**src/verilog/timer_map.svh**
```systemverilog
`ifndef TIMER_MAP_SVH
`define TIMER_MAP_SVH

// register indices, byte address is four times the index
`define RUN_FLAG_IDX    10'h088
`define MODE_IDX        10'h089
`define LOW_ZERO_IDX    10'h08a
`define HIGH_ZERO_IDX   10'h08b
`define LOW_ONE_IDX     10'h08c
`define HIGH_ONE_IDX    10'h08d

// reset values
`define MODE_RESET      8'h00
`define RUN_FLAG_RESET  8'h00
`define COUNT_RESET     8'h00

// mode register fields, timer 1 upper nibble, timer 0 lower nibble
`define GATE_ONE_BIT    7
`define SEL_ONE_BIT     6
`define MODE_ONE_HI     5
`define MODE_ONE_LO     4
`define GATE_ZERO_BIT   3
`define SEL_ZERO_BIT    2
`define MODE_ZERO_HI    1
`define MODE_ZERO_LO    0

// run/flag register fields
`define FLAG_ONE_BIT    7
`define RUN_ONE_BIT     6
`define FLAG_ZERO_BIT   5
`define RUN_ZERO_BIT    4

// low-byte bits used as prescaler in the 13-bit mode
`define PRESCALE_BITS   5

// one machine cycle per aclk edge, in oscillator periods
`define MACHINE_CYCLE_OSC 12

// bus answers
`define RESP_OKAY       2'b00
`define RESP_SLVERR     2'b10

`endif

```
**src/verilog/timer_pkg.sv**
```systemverilog
`default_nettype none

package timer_pkg;

   // two-bit mode field codes
   typedef enum logic [1:0] {
      MODE_PRESCALE = 2'b00,
      MODE_FULL     = 2'b01,
      MODE_RELOAD   = 2'b10,
      MODE_SPLIT    = 2'b11
   } timer_mode_type;

   typedef logic [7:0] count_byte_type;

endpackage

`default_nettype wire

```
**src/verilog/pin_sync.sv**
```systemverilog
`timescale 1ns/10ps
`default_nettype none

module pin_sync (
   input  wire logic aclk,    // machine-cycle clock
   input  wire logic aresetn, // synchronous reset, active low
   input  wire logic pin,     // asynchronous pin
   output logic      level,   // synchronised level
   output logic      fall     // high sample then low sample
);

   logic meta_reg;
   logic sync_reg;
   logic last_reg;

   // two flops before any logic, third keeps the previous sample
   always_ff @(posedge aclk) begin
      if (!aresetn) begin
         meta_reg <= 1'b0;
         sync_reg <= 1'b0;
         last_reg <= 1'b0;
      end else begin
         meta_reg <= pin;
         sync_reg <= meta_reg;
         last_reg <= sync_reg;
      end
   end

   assign level = sync_reg;
   assign fall  = last_reg & ~sync_reg;

endmodule

`default_nettype wire

```
**src/verilog/count_step.sv**
```systemverilog
`timescale 1ns/10ps
`default_nettype none
`include "timer_map.svh"

module count_step
   import timer_pkg::*;
(
   input  wire timer_mode_type  mode,    // selected mode
   input  wire count_byte_type  lo,      // current low byte
   input  wire count_byte_type  hi,      // current high byte
   input  wire logic            inc_lo,  // count step for low path
   input  wire logic            inc_hi,  // count step for split high byte
   output count_byte_type       lo_next, // low byte after step
   output count_byte_type       hi_next, // high byte after step
   output logic                 ovf_lo,  // overflow of main/low counter
   output logic                 ovf_hi   // overflow of split high byte
);

   logic [13:0] sum13;
   logic [16:0] sum16;
   logic [8:0]  lo_inc;
   logic [8:0]  hi_inc;

   // carries out of each counter width
   assign sum13  = {1'b0, hi, lo[`PRESCALE_BITS-1:0]} + 14'h1;
   assign sum16  = {1'b0, hi, lo} + 17'h1;
   assign lo_inc = {1'b0, lo} + 9'h1;
   assign hi_inc = {1'b0, hi} + 9'h1;

   // next count per mode
   always_comb begin
      lo_next = lo;
      hi_next = hi;
      ovf_lo  = 1'b0;
      ovf_hi  = 1'b0;
      unique case (mode)
         MODE_PRESCALE: begin
            if (inc_lo) begin
               // upper three low bits just keep what they hold
               lo_next = {lo[7:`PRESCALE_BITS], sum13[`PRESCALE_BITS-1:0]};
               hi_next = sum13[12:`PRESCALE_BITS];
               ovf_lo  = sum13[13];
            end
         end
         MODE_FULL: begin
            if (inc_lo) begin
               hi_next = sum16[15:8];
               lo_next = sum16[7:0];
               ovf_lo  = sum16[16];
            end
         end
         MODE_RELOAD: begin
            if (inc_lo) begin
               if (lo_inc[8]) begin
                  lo_next = hi;
                  ovf_lo  = 1'b1;
               end else begin
                  lo_next = lo_inc[7:0];
               end
            end
         end
         MODE_SPLIT: begin
            if (inc_lo) begin
               lo_next = lo_inc[7:0];
               ovf_lo  = lo_inc[8];
            end
            if (inc_hi) begin
               hi_next = hi_inc[7:0];
               ovf_hi  = hi_inc[8];
            end
         end
      endcase
   end

endmodule

`default_nettype wire

```
**src/verilog/timer_pair.sv**
```systemverilog
`timescale 1ns/10ps
`default_nettype none
`include "timer_map.svh"

module timer_pair
   import timer_pkg::*;
#(
   parameter int ADDR_W = 12
) (
   input  wire logic              aclk,           // machine-cycle clock
   input  wire logic              aresetn,        // synchronous reset, low
   input  wire logic [ADDR_W-1:0] awaddr,         // write address
   input  wire logic [2:0]        awprot,         // unused protection
   input  wire logic              awvalid,        // write address valid
   output logic                   awready,        // write address ready
   input  wire logic [31:0]       wdata,          // write data
   input  wire logic [3:0]        wstrb,          // byte enables
   input  wire logic              wvalid,         // write data valid
   output logic                   wready,         // write data ready
   output logic [1:0]             bresp,          // write response
   output logic                   bvalid,         // write response valid
   input  wire logic              bready,         // write response ready
   input  wire logic [ADDR_W-1:0] araddr,         // read address
   input  wire logic [2:0]        arprot,         // unused protection
   input  wire logic              arvalid,        // read address valid
   output logic                   arready,        // read address ready
   output logic [31:0]            rdata,          // read data
   output logic [1:0]             rresp,          // read response
   output logic                   rvalid,         // read data valid
   input  wire logic              rready,         // read data ready
   input  wire logic              count_pin_zero, // timer 0 event pin
   input  wire logic              count_pin_one,  // timer 1 event pin
   input  wire logic              gate_pin_zero,  // timer 0 gate pin
   input  wire logic              gate_pin_one,   // timer 1 gate pin
   input  wire logic              vector_ack_zero, // cpu vectors, timer 0
   input  wire logic              vector_ack_one, // cpu vectors, timer 1
   output logic                   irq_zero,       // timer 0 request
   output logic                   irq_one,        // timer 1 request
   output logic                   baud_tick       // timer 1 overflow pulse
);

   // the decode uses address bits 11:2
   if (ADDR_W < 12) begin : g_addr_check
      $error("timer_pair needs ADDR_W of at least 12");
   end

   // bus side state
   logic              awready_reg;
   logic              wready_reg;
   logic              bvalid_reg;
   logic [1:0]        bresp_reg;
   logic              arready_reg;
   logic              rvalid_reg;
   logic [1:0]        rresp_reg;
   logic [31:0]       rdata_reg;
   logic              aw_got_reg;
   logic              w_got_reg;
   logic [ADDR_W-1:0] aw_addr_reg;
   logic [7:0]        w_byte_reg;
   logic              w_lane_reg;

   // timer state
   logic [7:0]        timer_mode_reg;
   logic              run_bit_zero_reg;
   logic              run_bit_one_reg;
   logic              overflow_flag_zero_reg;
   logic              overflow_flag_one_reg;
   count_byte_type    low_byte_zero_reg;
   count_byte_type    high_byte_zero_reg;
   count_byte_type    low_byte_one_reg;
   count_byte_type    high_byte_one_reg;
   logic              baud_tick_reg;

   // decode and counting terms
   logic              wr_fire;
   logic [9:0]        wr_idx;
   logic              wr_mapped;
   logic              wr_take;
   logic [9:0]        rd_idx;
   logic [7:0]        rd_byte;
   logic              rd_mapped;
   logic [7:0]        timer_run_flag_reg;
   timer_mode_type    mode_zero;
   timer_mode_type    mode_one;
   logic              gate_lvl_zero;
   logic              gate_lvl_one;
   logic              fall_zero;
   logic              fall_one;
   logic              inc_zero;
   logic              inc_zero_hi;
   logic              inc_one;
   logic              split_zero;
   count_byte_type    lo_zero_next;
   count_byte_type    hi_zero_next;
   count_byte_type    lo_one_next;
   count_byte_type    hi_one_next;
   logic              ovf_zero_lo;
   logic              ovf_zero_hi;
   logic              ovf_one_lo;
   logic              set_flag_zero;
   logic              set_flag_one;

   // pins pass two flops before use
   pin_sync u_count_zero (
      .aclk    (aclk),
      .aresetn (aresetn),
      .pin     (count_pin_zero),
      .level   (),
      .fall    (fall_zero)
   );

   pin_sync u_count_one (
      .aclk    (aclk),
      .aresetn (aresetn),
      .pin     (count_pin_one),
      .level   (),
      .fall    (fall_one)
   );

   pin_sync u_gate_zero (
      .aclk    (aclk),
      .aresetn (aresetn),
      .pin     (gate_pin_zero),
      .level   (gate_lvl_zero),
      .fall    ()
   );

   pin_sync u_gate_one (
      .aclk    (aclk),
      .aresetn (aresetn),
      .pin     (gate_pin_one),
      .level   (gate_lvl_one),
      .fall    ()
   );

   // write address channel, one write at a time
   always_ff @(posedge aclk) begin
      if (!aresetn) begin
         awready_reg <= 1'b0;
         aw_got_reg  <= 1'b0;
         aw_addr_reg <= '0;
      end else begin
         awready_reg <= awvalid & ~awready_reg & ~aw_got_reg & ~bvalid_reg;
         if (awvalid && awready_reg) begin
            aw_got_reg  <= 1'b1;
            aw_addr_reg <= awaddr;
         end else if (wr_fire) begin
            aw_got_reg  <= 1'b0;
         end
      end
   end

   // write data channel, only byte lane 0 carries register bits
   always_ff @(posedge aclk) begin
      if (!aresetn) begin
         wready_reg <= 1'b0;
         w_got_reg  <= 1'b0;
         w_byte_reg <= 8'h00;
         w_lane_reg <= 1'b0;
      end else begin
         wready_reg <= wvalid & ~wready_reg & ~w_got_reg & ~bvalid_reg;
         if (wvalid && wready_reg) begin
            w_got_reg  <= 1'b1;
            w_byte_reg <= wdata[7:0];
            w_lane_reg <= wstrb[0];
         end else if (wr_fire) begin
            w_got_reg  <= 1'b0;
         end
      end
   end

   // the write takes effect once both halves are in
   assign wr_fire   = aw_got_reg & w_got_reg & ~bvalid_reg;
   assign wr_idx    = aw_addr_reg[11:2];
   assign wr_mapped = (wr_idx >= `RUN_FLAG_IDX) && (wr_idx <= `HIGH_ONE_IDX);
   assign wr_take   = wr_fire & wr_mapped & w_lane_reg;

   // write response, unmapped index answers slave error
   always_ff @(posedge aclk) begin
      if (!aresetn) begin
         bvalid_reg <= 1'b0;
         bresp_reg  <= `RESP_OKAY;
      end else if (wr_fire) begin
         bvalid_reg <= 1'b1;
         bresp_reg  <= wr_mapped ? `RESP_OKAY : `RESP_SLVERR;
      end else if (bready) begin
         bvalid_reg <= 1'b0;
      end
   end

   // read side view of the run/flag register, low nibble reads zero
   assign timer_run_flag_reg = {overflow_flag_one_reg, run_bit_one_reg,
                                overflow_flag_zero_reg, run_bit_zero_reg, 4'h0};

   // read decode
   assign rd_idx = araddr[11:2];
   always_comb begin
      rd_byte   = 8'h00;
      rd_mapped = 1'b1;
      unique case (rd_idx)
         `RUN_FLAG_IDX:  rd_byte = timer_run_flag_reg;
         `MODE_IDX:      rd_byte = timer_mode_reg;
         `LOW_ZERO_IDX:  rd_byte = low_byte_zero_reg;
         `HIGH_ZERO_IDX: rd_byte = high_byte_zero_reg;
         `LOW_ONE_IDX:   rd_byte = low_byte_one_reg;
         `HIGH_ONE_IDX:  rd_byte = high_byte_one_reg;
         default:        rd_mapped = 1'b0;
      endcase
   end

   // read channel, data sampled at the address handshake
   always_ff @(posedge aclk) begin
      if (!aresetn) begin
         arready_reg <= 1'b0;
         rvalid_reg  <= 1'b0;
         rresp_reg   <= `RESP_OKAY;
         rdata_reg   <= 32'h0000_0000;
      end else begin
         arready_reg <= arvalid & ~arready_reg & ~rvalid_reg;
         if (arvalid && arready_reg) begin
            rvalid_reg <= 1'b1;
            rresp_reg  <= rd_mapped ? `RESP_OKAY : `RESP_SLVERR;
            rdata_reg  <= {24'h00_0000, rd_byte};
         end else if (rready) begin
            rvalid_reg <= 1'b0;
         end
      end
   end

   // mode register, both nibbles share one layout
   always_ff @(posedge aclk) begin
      if (!aresetn) begin
         timer_mode_reg <= `MODE_RESET;
      end else if (wr_take && wr_idx == `MODE_IDX) begin
         timer_mode_reg <= w_byte_reg;
      end
   end

   assign mode_zero = timer_mode_type'(timer_mode_reg[`MODE_ZERO_HI:`MODE_ZERO_LO]);
   assign mode_one  = timer_mode_type'(timer_mode_reg[`MODE_ONE_HI:`MODE_ONE_LO]);
   assign split_zero = (mode_zero == MODE_SPLIT);

   // count enables: run bit, gate, then source select
   assign inc_zero = run_bit_zero_reg
                   & (~timer_mode_reg[`GATE_ZERO_BIT] | gate_lvl_zero)
                   & (timer_mode_reg[`SEL_ZERO_BIT] ? fall_zero : 1'b1);
   // split high byte counts machine cycles under the timer 1 run bit
   assign inc_zero_hi = split_zero & run_bit_one_reg;
   // timer 1 in its own split code just holds, like a cleared run bit
   assign inc_one = run_bit_one_reg
                  & (~timer_mode_reg[`GATE_ONE_BIT] | gate_lvl_one)
                  & (timer_mode_reg[`SEL_ONE_BIT] ? fall_one : 1'b1)
                  & (mode_one != MODE_SPLIT);

   count_step u_step_zero (
      .mode    (mode_zero),
      .lo      (low_byte_zero_reg),
      .hi      (high_byte_zero_reg),
      .inc_lo  (inc_zero),
      .inc_hi  (inc_zero_hi),
      .lo_next (lo_zero_next),
      .hi_next (hi_zero_next),
      .ovf_lo  (ovf_zero_lo),
      .ovf_hi  (ovf_zero_hi)
   );

   count_step u_step_one (
      .mode    (mode_one),
      .lo      (low_byte_one_reg),
      .hi      (high_byte_one_reg),
      .inc_lo  (inc_one),
      .inc_hi  (1'b0),
      .lo_next (lo_one_next),
      .hi_next (hi_one_next),
      .ovf_lo  (ovf_one_lo),
      .ovf_hi  ()
   );

   // count registers load their count step each machine cycle; a bus write wins
   // over the count step of the same cycle
   always_ff @(posedge aclk) begin
      if (!aresetn) begin
         low_byte_zero_reg  <= `COUNT_RESET;
         high_byte_zero_reg <= `COUNT_RESET;
      end else begin
         if (wr_take && wr_idx == `LOW_ZERO_IDX) begin
            low_byte_zero_reg <= w_byte_reg;
         end else begin
            low_byte_zero_reg <= lo_zero_next;
         end
         if (wr_take && wr_idx == `HIGH_ZERO_IDX) begin
            high_byte_zero_reg <= w_byte_reg;
         end else begin
            high_byte_zero_reg <= hi_zero_next;
         end
      end
   end

   always_ff @(posedge aclk) begin
      if (!aresetn) begin
         low_byte_one_reg  <= `COUNT_RESET;
         high_byte_one_reg <= `COUNT_RESET;
      end else begin
         if (wr_take && wr_idx == `LOW_ONE_IDX) begin
            low_byte_one_reg <= w_byte_reg;
         end else begin
            low_byte_one_reg <= lo_one_next;
         end
         if (wr_take && wr_idx == `HIGH_ONE_IDX) begin
            high_byte_one_reg <= w_byte_reg;
         end else begin
            high_byte_one_reg <= hi_one_next;
         end
      end
   end

   // run bits touch nothing but themselves
   always_ff @(posedge aclk) begin
      if (!aresetn) begin
         run_bit_zero_reg <= 1'(`RUN_FLAG_RESET >> `RUN_ZERO_BIT);
         run_bit_one_reg  <= 1'(`RUN_FLAG_RESET >> `RUN_ONE_BIT);
      end else if (wr_take && wr_idx == `RUN_FLAG_IDX) begin
         run_bit_zero_reg <= w_byte_reg[`RUN_ZERO_BIT];
         run_bit_one_reg  <= w_byte_reg[`RUN_ONE_BIT];
      end
   end

   // in split mode the high byte of timer 0 owns the timer 1 flag
   assign set_flag_zero = ovf_zero_lo;
   assign set_flag_one  = split_zero ? ovf_zero_hi : ovf_one_lo;

   // overflow flags: hardware set beats a clear in the same cycle
   always_ff @(posedge aclk) begin
      if (!aresetn) begin
         overflow_flag_zero_reg <= 1'b0;
         overflow_flag_one_reg  <= 1'b0;
      end else begin
         if (set_flag_zero) begin
            overflow_flag_zero_reg <= 1'b1;
         end else if (wr_take && wr_idx == `RUN_FLAG_IDX) begin
            overflow_flag_zero_reg <= w_byte_reg[`FLAG_ZERO_BIT];
         end else if (vector_ack_zero) begin
            overflow_flag_zero_reg <= 1'b0;
         end
         if (set_flag_one) begin
            overflow_flag_one_reg <= 1'b1;
         end else if (wr_take && wr_idx == `RUN_FLAG_IDX) begin
            overflow_flag_one_reg <= w_byte_reg[`FLAG_ONE_BIT];
         end else if (vector_ack_one) begin
            overflow_flag_one_reg <= 1'b0;
         end
      end
   end

   // timer 1 overflow reaches the serial side even when it has lost
   // its flag to the split high byte
   always_ff @(posedge aclk) begin
      if (!aresetn) begin
         baud_tick_reg <= 1'b0;
      end else begin
         baud_tick_reg <= ovf_one_lo;
      end
   end

   // outputs straight from flops
   assign awready   = awready_reg;
   assign wready    = wready_reg;
   assign bvalid    = bvalid_reg;
   assign bresp     = bresp_reg;
   assign arready   = arready_reg;
   assign rvalid    = rvalid_reg;
   assign rresp     = rresp_reg;
   assign rdata     = rdata_reg;
   assign irq_zero  = overflow_flag_zero_reg;
   assign irq_one   = overflow_flag_one_reg;
   assign baud_tick = baud_tick_reg;

endmodule

`default_nettype wire

```
**config.mk**
```make
export PLATFORM = sky130hd
export DESIGN_NAME = timer_pair
export DESIGN_NICKNAME = d
export VERILOG_FILES = /design/src/verilog/timer_pkg.sv /design/src/verilog/pin_sync.sv /design/src/verilog/count_step.sv /design/src/verilog/timer_pair.sv
export VERILOG_INCLUDE_DIRS = /design/src /design/src/verilog
export SDC_FILE = /design/constraint.sdc
export NUM_CORES = 1
export LEC_CHECK = 0
export ABC_AREA = 1
export BUFFER_PORTS_ARGS = -buffer_cell sky130_fd_sc_hd__buf_2
export CAP_MARGIN = 0
export CORE_UTILIZATION = 60
export DETAILED_ROUTE_END_ITERATION = 16
export PLACE_DENSITY = 0.87
export REMOVE_ABC_BUFFERS = 1
export SYNTH_ARGS = -nofsm -noshare
export SYNTH_HDL_FRONTEND = slang
export SYNTH_SLANG_ARGS = --single-unit
```
**constraint.sdc**
```tcl
create_clock -name aclk -period 3 [get_ports aclk]
set_input_delay 0.45 -clock aclk [delete_from_list [all_inputs] [get_ports aclk]]
set_output_delay 0.45 -clock aclk [all_outputs]
set_load 0.1 [all_outputs]
```
**Word-level counts from Yosys, hierarchy flattened**

Index checks and enable logic that the tools add are counted.

- Output and inout port bits: 44
- Word-level logic and storage cells: 194
- Bits in registers: 95
- Bits of input ports: 79

- $add $sub $neg: 7
- Magnitude comparators: 2
- Muxes and demuxes: 56
- Eq/ne operators: 34
- Reduce and logical (&&, ||, !) cells: 27
- Bitwise logic cells: 33

Operators by type and width:

| cell | number |
|---|---|
| 8-bit two-way mux | 17 |
| 10-bit by 8-bit == test with 1-bit output, second input constant | 12 |
| 8-bit case mux with 4 select lines | 2 |
| 8-bit case mux with 6 select lines | 1 |
| 16-bit by 1-bit adder with 17-bit output, second input constant | 2 |
| 3-bit != test, second input constant | 11 |
| 13-bit by 1-bit adder with 14-bit output, second input constant | 2 |
| 1-bit two-way mux | 28 |
| 8-bit by 1-bit adder with 9-bit output, second input constant | 3 |
| 8-bit case mux with 3 select lines | 1 |
| 1-bit AND | 20 |
| 4-bit AND reduction | 5 |
| 8-bit case mux with 2 select lines | 1 |
| 1-bit NOT | 11 |
| 10-bit by 8-bit greater-or-equal comparator with 1-bit output, second input constant | 1 |
| 10-bit by 8-bit <= comparator with 1-bit output, second input constant | 1 |
| 1-bit logical AND | 10 |
| 5-bit two-way mux | 2 |
| 3-bit nonzero test | 3 |
| 2-bit == test, second input constant | 4 |
| 1-bit case mux with 4 select lines | 2 |
| 2-bit nonzero test | 4 |
| 2-bit != test, second input constant | 3 |
| 3-bit by 2-bit != test with 1-bit output, second input constant | 2 |
| other kinds (7) | 11 |

**Depth between registers and ports, before layout**

- Word-level depth: 9
- Mapped depth: 13
- Depth with buffers taken out: 13

**Cells and area by module**

Synthesis repeated with hierarchy kept, for this count alone.

- Cell total of the unflattened synthesis: 1035
- Area, all modules: 6423.7 um2

By module, submodules not included:

| module | area an instance (um2) | cells an instance | times used |
|---|---|---|---|
| timer_pair | 3818.7 | 537 | 1 |
| count_step | 1122.3 | 227 | 2 |
| pin_sync | 90.1 | 11 | 4 |

**Worst setup path after synthesis**

Ideal clock, no wire load.

- Path type: register to register
- Start point: register bvalid_reg, in the netlist bvalid
- End point: register low_byte_one_reg[5]
- Path slack: 915 ps
- Arrival time: 1970 ps
- Stages on the path, launching flop included: 11
- Library setup time: 115 ps
- Period minus slack after synthesis: 2085 ps
- Cells stage by stage: dfxtp_1 > inv_1 > nand3_1 > inv_1 > nand2_1 > inv_2 > nand4_4 > buf_6 > nand2_1 > a21oi_1 > nor2_1

- Word-level cells in the longest chain between the ends: 7

RTL lines:

| item | line | text |
|---|---|---|
| start, declared | timer_pair.sv:50 | `logic bvalid_reg;` |
| start signal, assigned | timer_pair.sv:181 | `bvalid_reg <= 1'b0;` |
| start signal, assigned | timer_pair.sv:184 | `bvalid_reg <= 1'b1;` |
| start signal, assigned | timer_pair.sv:187 | `bvalid_reg <= 1'b0;` |
| 1-bit NOT (*) | timer_pair.sv:173 | `assign wr_fire = aw_got_reg & w_got_reg & ~bvalid_reg;` |
| 1-bit AND (*) | timer_pair.sv:173 |  |
| 1-bit AND (*) (2 in series) | timer_pair.sv:176 | `assign wr_take = wr_fire & wr_mapped & w_lane_reg;` |
| 1-bit logical AND (no source line) (*) | -- |  |
| 3-bit != test (no source line) / 2-bit != test (equally long branches) | -- |  |
| 4-bit AND reduction (no source line) | -- |  |
| end signal, assigned | timer_pair.sv:301 | `` low_byte_one_reg <= `COUNT_RESET; `` |
| end signal, assigned | timer_pair.sv:305 | `low_byte_one_reg <= w_byte_reg;` |
| end signal, assigned | timer_pair.sv:307 | `low_byte_one_reg <= lo_one_next;` |
| end, declared | timer_pair.sv:70 | `count_byte_type low_byte_one_reg;` |

Every way passes the cells marked *; elsewhere a longest branch is shown, timed or not.
A chain may end at the register's enable or synchronous reset.

**Worst setup path in the final report**

- Start point: register low_byte_zero_reg[0]
- End point: register low_byte_zero_reg[4]

- Word-level cells in the longest chain between the ends: 5

RTL lines:

| item | line | text |
|---|---|---|
| start, declared | timer_pair.sv:68 | `count_byte_type low_byte_zero_reg;` |
| start signal, assigned | timer_pair.sv:283 | `` low_byte_zero_reg <= `COUNT_RESET; `` |
| start signal, assigned | timer_pair.sv:287 | `low_byte_zero_reg <= w_byte_reg;` |
| start signal, assigned | timer_pair.sv:289 | `low_byte_zero_reg <= lo_zero_next;` |
| 8-bit by 1-bit adder with 9-bit output | count_step.sv:27 | `assign lo_inc = {1'b0, lo} + 9'h1;` |
| 8-bit two-way mux | count_step.sv:54 | `if (lo_inc[8]) begin` |
| 8-bit two-way mux | count_step.sv:53 | `if (inc_lo) begin` |
| 8-bit case mux with 4 select lines (*) | count_step.sv:36 | `unique case (mode)` |
| 8-bit two-way mux (*) | timer_pair.sv:286 | `` if (wr_take && wr_idx == `LOW_ZERO_IDX) begin `` |

Every way passes the cells marked *; elsewhere a longest branch is shown, timed or not. The select of a mux whose other input is x is not followed.

==> impl_metrics.csv <==
group,metric,value,unit
cts,cts_buffers,9,
floorplanning,initial_core_util,62.0,%
placement,place.gp.congestion,1.00,
yosys,ys_warn_count,0,
cells_and_area,largest_reg_flops,10,
flow_run,drv_cap,0,
cells_and_area,fin_nets,1129,
placement,placed_cells,1169,
worst_setup_path,required,3.27,ns
detailed_routing,drc_errors,0,
global_routing,grt_pass1_wl,26200,um
worst_setup_path,worstSetupEndpointType,"flop",
yosys,syn_inst,1003,
global_routing,antenna_found_initial,0,
yosys,avgSynthCellArea,6.07,um^2
yosys,synth_cell_type_count,38,
floorplanning,die_w,103,um
timing,worst_pin_slew,0.992,ns
cells_and_area,layout-drive-gt1-share,10.9,%
floorplanning,num_rows,36,
cells_and_area,syn2layout_area_growth,7.73,%
timing,finalHoldViolations,0,
timing,rsz0062_at_grt,"no",
cts,ctsRootBufferMaster,"clkbuf_8",
global_routing,grt_use_total,32.1,%
timing,whs,0.251,ns
worst_setup_path,r2r_slack,0.93,ns
worst_setup_path,crit_fanout,10,
yosys,ys_seq_area_share,29.9,%
cells_and_area,final_common_cell,"nand2_1",
floorplanning,coreArea,9820,um^2
placement,dpl-instance-area,6330,um^2
cells_and_area,final_area,6560,um^2
cts,cts_hold_buf,0,
worst_setup_path,worstRegToRegCells,10,
worst_setup_path,slowest_stage,"dfxtp_1",
worst_setup_path,crit_start,"low_byte_zero_reg[0]",
cts,cts_tree,"done",
global_routing,grt_max_degree,63,
cts,clock_latency,0.38,ns
power_and_ir_drop,ir_drop,0.000315,V
worst_hold_path,holdPathStages,3,
cells_and_area,final_cell_mix,"245 x nand2_1, 172 x nor2_1, 118 x inv_1",
detailed_routing,drt_iter0_markers,658,
cts,path_clk_slew,0.10,ns
floorplanning,dieArea,10600,um^2
floorplanning,io_pins,123,
worst_hold_path,worstHoldEndpoint,"u_gate_one.meta_reg",
detailed_routing,drt-total-wl,16200,um
cts,post_cts_buffers,0,
global_routing,grt_pass1_vias,5593,
worst_hold_path,worstHoldPathType,"primary input to flop",
cts,cts.sinks,91,
yosys,syn_area,6090,um^2
cells_and_area,fin_cells,1185,
power_and_ir_drop,p_per_area,393,nW/um^2
status,status,"finished, final reports clean",
cells_and_area,ff_latch_area,1820,um^2
cts,cts_max_level,3,
timing,fmax,483,MHz
placement,port_buffers,59,
timing,fin_crit_sh,69.0,%
worst_setup_path,critPathMaxStageDelay,0.48,ns
global_routing,grt.overflow.total,0,
floorplanning,die_h,103,um
worst_setup_path,reg2reg_to,"low_byte_zero_reg[4]",
worst_setup_path,cp_cell_sequence,"ha_1 -> inv_1 -> nor2_1 -> nand4_2 -> o21ai_0 -> nor2_1 -> nand2_1 -> nand3_1 -> nand2_1 -> inv_1",
cts,ctsResizeCount,0,
timing,fin_crit,2.07,ns
timing,maxSlewViolCount,0,
placement,place_hpwl,11900,um
timing,tns,0,ns
cells_and_area,multi_input_area,3540,um^2
detailed_routing,drt.antenna.violating_nets,0,
worst_setup_path,crit_arrival,2.34,ns
cells_and_area,num_antenna_cells,0,
timing,maxSlewHeadroom,33.8,%
cells_and_area,fill_cells,953,
worst_hold_path,min-delay-start,"gate_pin_one",
timing,fin_skew,0.0133,ns
power_and_ir_drop,power_leakage,3.19,nW
worst_setup_path,start_kind,"flop",
detailed_routing,drt-pass1-iter-count,7,
detailed_routing,via_per_inst,5.56,
yosys,synth-seq-cells,91,
timing,setup_viol,0,
detailed_routing,routed-via-count,6591,
worst_setup_path,critPathKind,"flop to flop",
detailed_routing,drt-wirelength-per-cell,13.7,um
worst_setup_path,r2r-start,"low_byte_zero_reg[0]",
cells_and_area,utilization,66.8,%
cts,cts.path.max_buffers,2,
==> metrics by stage <==
| stage | power (W) | worst slack (ns) |
|---|---|---|
| finish | 0.00258 | 0.931 |
| global route | 0.00266 | 0.752 |
| CTS | 0.00257 | 0.992 |
| detailed placement | 0.00163 | 1.00 |
| global placement | 0.00163 | 1.05 |
| floorplan | 0.00156 | 0.739 |
==> routing by layer <==
metal / wire length (um) / GRT usage [%] / vias up
li1: - / - / 3267
met3: 1860 / 6.31 / 47
met1: 6870 / 43.3 / 2903
met4: 475 / 14.8 / 0
met2: 7030 / 49.6 / 374
met5: 0 / 0 / -
==> cell usage after synthesis, drive strengths merged <==
| cell type | instances | area share (%) |
|---|---|---|
| nor4 | 2 | 0.21 |
| o22ai | 9 | 0.92 |
| o211ai | 2 | 0.25 |
| buf | 41 | 4.7 |
| clkbuf | 14 | 0.86 |
| clkinv | 2 | 0.12 |
| nand3b | 4 | 0.49 |
| nor2 | 183 | 12 |
| and3 | 1 | 0.10 |
| nand4 | 46 | 6.1 |
| nand2 | 252 | 16 |
| a31oi | 2 | 0.21 |
| nor3 | 12 | 1.1 |
| nand3 | 87 | 7.4 |
| o21ai | 67 | 5.6 |
| xnor2 | 1 | 0.14 |
| a21oi | 46 | 3.8 |
| conb | 1 | 0.062 |
| ha | 3 | 0.62 |
| dfxtp | 91 | 30 |
| xor2 | 10 | 1.4 |
| inv | 125 | 7.7 |
| a211oi | 2 | 0.25 |
==> cell families after synthesis <==
family,after synthesis,share of synthesized area [%]
simple gates,587,43.4
buf+inv,182,13.4
compound gates,128,11.0
flops,91,29.9
xor+xnor,11,1.58
fa+ha+maj,3,0.616
other cells,1,0.0616
==> critical path: cells and delay by family (launching register included) <==
family	cells	cell delay (ns)
simple gates	6	0.75
compound gates	1	0.35
flops	1	0.48
fa+ha+maj	1	0.28
buf+inv	2	0.10
==> how the worst max path moves through the flow <==
stage	to	slack (ns)
final	low_byte_zero_reg[4]	0.93
after global routing	low_byte_zero_reg[1]	0.75
after CTS	high_byte_one_reg[6]	0.99
after detailed placement	high_byte_one_reg[6]	1.00
after global placement	low_byte_zero_reg[1]	1.05
after floorplan	timer_mode_reg[0]	0.74
==> power by group <==
| group | internal, W | switching [W] |
|---|---|---|
| sequential | 0.00123 | 0.0000285 |
| clock | 0.000482 | 0.000490 |
| combinational | 0.0000571 | 0.000287 |
| total | 0.00177 | 0.000805 |
==> layout make-up <==
class                      count  share of cell area, %
multi-input combinational    755                   54.0
timing repair buffer          63                   4.96
clock inverter                 6                   1.49
inverter                     127                   7.27
clock buffer                  10                   1.95
sequential                    91                   27.8
tap                          133                   2.54
No activity file was read; power rests on OpenSTA's default activity.
